--- config.mk ---
export PLATFORM = sky130hd
export DESIGN_NAME = bridge_cfg_header
export DESIGN_NICKNAME = d
export VERILOG_FILES = /design/src/latency_timer.v /design/src/bridge_cfg_header.v
export VERILOG_INCLUDE_DIRS = /design/src /design/src/shared
export SDC_FILE = /design/constraint.sdc
export NUM_CORES = 1
export LEC_CHECK = 0
export BUFFER_PORTS_ARGS = -buffer_cell sky130_fd_sc_hd__buf_2
export CORE_MARGIN = 3
export CORE_UTILIZATION = 40
export CTS_BUF_LIST = sky130_fd_sc_hd__clkbuf_4 sky130_fd_sc_hd__clkbuf_8
export DETAILED_ROUTE_END_ITERATION = 10
export GPL_ROUTABILITY_DRIVEN = 0
export PLACE_DENSITY = 0.68
export SYNTH_ARGS = -nofsm -noshare
export SYNTH_HDL_FRONTEND = slang
export SYNTH_HIERARCHICAL = 1
export SYNTH_SLANG_ARGS = --single-unit
--- constraint.sdc ---
create_clock -name i_ref_clk -period 2.89 [get_ports i_ref_clk]
set_clock_uncertainty 0.2 [all_clocks]
set_input_delay 0.4335 -clock i_ref_clk [delete_from_list [all_inputs] [get_ports i_ref_clk]]
set_output_delay 0.4335 -clock i_ref_clk [all_outputs]
set_load 0.01 [all_outputs]
--- src/shared/bridge_cfg_map.vh ---
// Purpose: offsets, field positions, reset values and timing counts for the
//          bridge configuration dwords 0ch, 18h and 1ch.
// Assumes: byte offsets on a 32-bit configuration port.
// Notes:   included by both design files.
`ifndef BRIDGE_CFG_MAP_VH
`define BRIDGE_CFG_MAP_VH

`define OFS_LAT_HDR       8'h0c
`define OFS_BUS_NUMS      8'h18
`define OFS_IO_BASE       8'h1c

`define POS_PRI_LAT       8
`define POS_HDR_TYPE      16
`define POS_PRI_BUS       0
`define POS_SEC_BUS       8
`define POS_SUB_BUS       16
`define POS_SEC_LAT       24
`define POS_IO_IND        0
`define POS_IO_BASE       4

`define HDR_TYPE_VAL      8'h01
`define IO_IND_VAL        4'h1
`define RST_BYTE          8'h00
`define RST_NIB           4'h0

`define LAT_ZERO          8'h00

`endif

--- src/latency_timer.v ---
// Purpose: master latency timer for one bus side.
// Assumes: i_tick is one pulse per bus clock, from the bridge clock domain.
// Notes:   expiry is a level that holds until the frame ends.
`timescale 1ns/1ps
`include "bridge_cfg_map.vh"
module latency_timer
(
    input  wire       i_ref_clk,
    input  wire       i_reset,
    input  wire       i_tick,
    input  wire       i_frame_start,
    input  wire       i_frame_active,
    input  wire [7:0] i_setting,
    output reg        o_expired,
    output reg  [7:0] o_count
);
    // =============================================================
    // counter
    always @(posedge i_ref_clk)
    begin
        if (i_reset)
        begin
            o_count   <= `RST_BYTE;
            o_expired <= 1'b0;
        end
        else if (i_frame_start)
        begin
            o_count   <= i_setting;
            o_expired <= (i_setting == `LAT_ZERO);
        end
        else if (!i_frame_active)
        begin
            o_expired <= 1'b0;
        end
        else if (i_tick && !o_expired)
        begin
            if (o_count <= 8'h01)
            begin
                o_count   <= `RST_BYTE;
                o_expired <= 1'b1;
            end
            else
            begin
                o_count <= o_count - 8'h01;
            end
        end
    end
endmodule // latency_timer

--- src/bridge_cfg_header.v ---
// Purpose: configuration dwords 0ch, 18h, 1ch of a two-port bridge, with
//          master latency timers and forwarding values for the decoders.
// Assumes: frame and grant inputs come from the bridge's own master logic
//          on i_ref_clk; i_bus_tick is a one-cycle bus clock enable.
// Notes:   bits 7:0 and 31:24 of 0ch and upper 24 bits of 1ch belong elsewhere.
`timescale 1ns/1ps
`include "bridge_cfg_map.vh"
module bridge_cfg_header
(
    input  wire        i_ref_clk,
    input  wire        i_reset,
    input  wire [7:0]  i_addr,
    input  wire [31:0] i_wdata,
    input  wire [3:0]  i_byte_en,
    input  wire        i_wr,
    input  wire        i_rd,
    output reg  [31:0] o_rdata,
    input  wire        i_bus_tick,
    input  wire        i_pri_frame_start,
    input  wire        i_pri_frame_active,
    input  wire        i_sec_frame_start,
    input  wire        i_sec_frame_active,
    input  wire        i_sec_data_done,
    input  wire        i_sec_grant,
    input  wire        i_sec_mwi,
    input  wire [15:0] i_io_base_upper,
    output wire        o_pri_lat_expired,
    output wire        o_sec_lat_expired,
    output wire        o_sec_stop,
    output wire [7:0]  o_pri_bus,
    output wire [7:0]  o_sec_bus,
    output wire [7:0]  o_sub_bus,
    output wire [31:0] o_io_base_addr
);
    reg  [7:0] pri_lat;
    reg  [7:0] pri_bus;
    reg  [7:0] sec_bus;
    reg  [7:0] sub_bus;
    reg  [7:0] sec_lat;
    reg  [3:0] io_base;
    wire       sec_timer_exp;

    // =============================================================
    // byte merge helper
    function [7:0] merge_byte;
        input [7:0] old_val;
        input [7:0] new_val;
        input       en;
        begin
            merge_byte = en ? new_val : old_val;
        end
    endfunction

    // =============================================================
    // register writes
    always @(posedge i_ref_clk)
    begin
        if (i_reset)
        begin
            pri_lat <= `RST_BYTE;
            pri_bus <= `RST_BYTE;
            sec_bus <= `RST_BYTE;
            sub_bus <= `RST_BYTE;
            sec_lat <= `RST_BYTE;
            io_base <= `RST_NIB;
        end
        else if (i_wr)
        begin
            case (i_addr)
                `OFS_LAT_HDR:
                begin
                    pri_lat <= merge_byte(pri_lat, i_wdata[`POS_PRI_LAT +: 8], i_byte_en[1]);
                end
                `OFS_BUS_NUMS:
                begin
                    pri_bus <= merge_byte(pri_bus, i_wdata[`POS_PRI_BUS +: 8], i_byte_en[0]);
                    sec_bus <= merge_byte(sec_bus, i_wdata[`POS_SEC_BUS +: 8], i_byte_en[1]);
                    sub_bus <= merge_byte(sub_bus, i_wdata[`POS_SUB_BUS +: 8], i_byte_en[2]);
                    sec_lat <= merge_byte(sec_lat, i_wdata[`POS_SEC_LAT +: 8], i_byte_en[3]);
                end
                `OFS_IO_BASE:
                begin
                    if (i_byte_en[0])
                    begin
                        io_base <= i_wdata[`POS_IO_BASE +: 4];
                    end
                end
                default:
                begin
                    io_base <= io_base;
                end
            endcase
        end
    end

    // =============================================================
    // read data, one cycle after the strobe
    always @(posedge i_ref_clk)
    begin
        if (i_reset)
        begin
            o_rdata <= 32'h00000000;
        end
        else if (i_rd)
        begin
            case (i_addr)
                `OFS_LAT_HDR:  o_rdata <= {8'h00, `HDR_TYPE_VAL, pri_lat, 8'h00};
                `OFS_BUS_NUMS: o_rdata <= {sec_lat, sub_bus, sec_bus, pri_bus};
                `OFS_IO_BASE:  o_rdata <= {24'h000000, io_base, `IO_IND_VAL};
                default:       o_rdata <= 32'h00000000;
            endcase
        end
        else
        begin
            // read data stands one cycle only
            o_rdata <= 32'h00000000;
        end
    end

    // =============================================================
    // latency timers
    // primary timer setting
    latency_timer u_pri_timer
    (
        .i_ref_clk      (i_ref_clk),
        .i_reset        (i_reset),
        .i_tick         (i_bus_tick),
        .i_frame_start  (i_pri_frame_start),
        .i_frame_active (i_pri_frame_active),
        .i_setting      (pri_lat),
        .o_expired      (o_pri_lat_expired),
        .o_count        ()
    );

    latency_timer u_sec_timer
    (
        .i_ref_clk      (i_ref_clk),
        .i_reset        (i_reset),
        .i_tick         (i_bus_tick),
        .i_frame_start  (i_sec_frame_start),
        .i_frame_active (i_sec_frame_active),
        .i_setting      (sec_lat),
        .o_expired      (sec_timer_exp),
        .o_count        ()
    );

    assign o_sec_lat_expired = sec_timer_exp;

    // =============================================================
    // secondary termination request
    // stop on timer expiry unless i_sec_grant or i_sec_mwi is set; at zero latency only once i_sec_data_done is set
    assign o_sec_stop = i_sec_frame_active && sec_timer_exp && !i_sec_grant && !i_sec_mwi
                        && ((sec_lat != `LAT_ZERO) || i_sec_data_done);

    // =============================================================
    // forwarding values
    assign o_pri_bus = pri_bus;
    assign o_sec_bus = sec_bus;
    assign o_sub_bus = sub_bus;
    assign o_io_base_addr = {i_io_base_upper, io_base, 12'h000};
endmodule // bridge_cfg_header

==> qor.yml <==
worst_skew_pair.late_latency_ns: 0.36
r2r_start: "u_pri_timer/o_count[0]"
clock_sinks: 94
rsz0062_at_grt: "no"
peakVddDrop_mv: 0.241
r2r_slack_ns: 0.86
r2r-end: "u_pri_timer/o_count[4]"
p_leak_nw: 2.14
finalSetupViolCount: 0
cp_max_fo: 13
post-route-drc-count: 0
dieArea_um2: 12600
drv_slew: 0
rows: 38
synth_top_area_cell: "dfxtp_1"
period_needed_ns: 2.13
cp-startpoint: "i_addr[1]"
die_h_um: 112
crit_path_end_kind: "register"
grt_antenna_before_repair: 0
min_period_over_period_pct: 73.7
fmax_mhz: 469
synth_area_leaders: "dfxtp_1 42%, nand2b_1 7.5%, mux2i_1 6.4%"
worstSetupPathType: "in -> reg"
grt_pass1_vias: 3749
cp.arrival_ns: 2.23
hold_depth: 3
synth_top_cells_by_count: "94 x dfxtp_1, 54 x nand2b_1, 39 x a21oi_1"
ios: 163
hpwl_mm: 8.43
first_pass_iters: 5
via_per_inst: 5.37
multi_input_area_um2: 2320
synth_cell_types: 64
ys_seq_area_share_pct: 41.6
synth-edff-count: 0
hold_start: "i_wdata[1]"
cts_made_buffers: 9
grtUsageMet3_pct: 4.96
syn_area_um2: 4520
clk_pin_slew_ns: 0.10
dp.cells: 710
first_iter_violations: 188
fillers: 1065
hold_viol: 0
diodes: 0
status: "complete, no violations"
met2_usage_pct: 28.4
p_per_area_nw_per_um2: 469
async_reset_ff_share_pct: 0
fin_cells: 726
start_kind: "input port"
die_x_um: 112
synth_most_common_cell: "dfxtp_1"
grt_usage_pct: 18.2
port_buffers: 118
vias: 3895
totalWireLength_mm: 11.6
ant_nets: 0
post_cts_resized: 0
seq_area_um2: 1880
area_delta_synth_final_pct: 16.7
slew_headroom_pct: 28.0
post_cts_buffers: 0
grt_busiest_layer: "met2"
drive_above_1_share_pct: 27.6
grt_max_degree: 69
setup_tns_ns: 0
cts_root_buf: "clkbuf_8"
yosys_warnings: 6
core_area_um2: 10900
synthCells: 492
ys.flop_type: "dfxtp_1"
cts_tree: "built"
hold_class: "in -> reg"
crit_required_ns: 2.99
reg2regPathDepth: 6
start_util_pct: 41.3
synth_area_per_cell_um2: 9.19
synth_top_cell_area_share_pct: 41.6
max_cap_viol_count: 0
met1_usage_pct: 24.3
cts_max_path_buffers: 2
hold_buffers: 0
endpoint: "sec_lat[7]"
ys_seq_elements: 94
worst_pin_slew_ns: 1.08
nets: 657
grt_first_pass_wirelength_mm: 18.8
grt_remaining_overflow: 0
routedWlPerCell_um: 15.9
cts_htree_levels: 3
worst max-delay path: stages:
cell and delay (ns):
buf_2 0.13, or4b_1 0.85, nor3_4 0.57, mux2i_1 0.24
routing by layer:
metal  wire length [µm]  vias to the layer above
met5                  0                        -
met4                147                        0
met3                926                       13
met2               5440                      152
met1               5060                     1835
li1                   -                     1895
metrics by stage:
stage	setup WS, ns	total power, mW	hold slack (ns)	util, %	cell area [µm²]
final	0.760	2.48	0.117	48.2	5270
after global routing	0.621	2.57	0.121	48.2	5270
after CTS	0.764	2.49	0.100	48.2	5270
after detailed placement	0.370	1.59	0.275	46.4	5070
after global placement	0.441	1.58	0.266	46.4	5070
after floorplan	0.865	1.54	0.259	-	4560
placed cells by master (no fill, tap or decap), types with 4 or more instances in the layout:
master,count
a21oi_1,39
a31oi_1,6
and2_1,21
buf_2,118
buf_4,9
clkbuf_8,9
conb_1,12
dfxtp_1,94
ha_1,4
inv_1,8
mux2i_1,29
nand2_1,14
nand2b_1,54
nand3_1,31
nand4_1,18
nor2_1,18
nor3_1,6
nor4_1,4
o21ai_1,4
o31ai_1,16
xnor2_1,4
how the worst min path moves through the flow:
stage,endpoint,slack (ns)
floorplan,u_pri_timer/o_count[6],0.26
global placement,o_sec_bus[6],0.27
detailed placement,o_rdata[7],0.27
CTS,sec_lat[4],0.1
global route,o_pri_bus[1],0.12
finish,o_pri_bus[1],0.12
cells by family (layout without fill, tap and decap cells):
group / Yosys count / in the layout / share of synthesized area (%)
buffers and inverters: 68 / 151 / 8.33
DFF: 94 / 94 / 41.6
other: 1 / 12 / 0.0830
muxes: 29 / 29 / 6.42
adders and majority gates: 4 / 4 / 1.11
xor gates and xnor gates: 7 / 7 / 1.36
and+or+nand+nor: 202 / 202 / 28.1
AOI/OAI and AO/OA: 87 / 87 / 13.0
power by group:
group,internal (mW),switching [mW],total [mW]
combinational,0.103,0.141,0.243
sequential,1.30,0.0134,1.32
clock,0.414,0.500,0.914
cell type report:
cell class	count	share of cell area [%]
multi-input combinational	341	44.1
sequential	94	35.7
timing repair buffer	127	12.5
tap	140	3.32
clock buffer	9	2.35
clock inverter	7	1.52
inverter	8	0.569
state kept, by name, summed over array words and instances (netlist names), 4 cells and up:
register,flops
o_sub_bus,8
sec_lat,8
o_pri_bus,8
u_pri_timer/o_count,8
pri_lat,8
o_rdata,32
io_base,4
o_sec_bus,8
u_sec_timer/o_count,8
No activity file was read; power rests on OpenSTA's default activity.
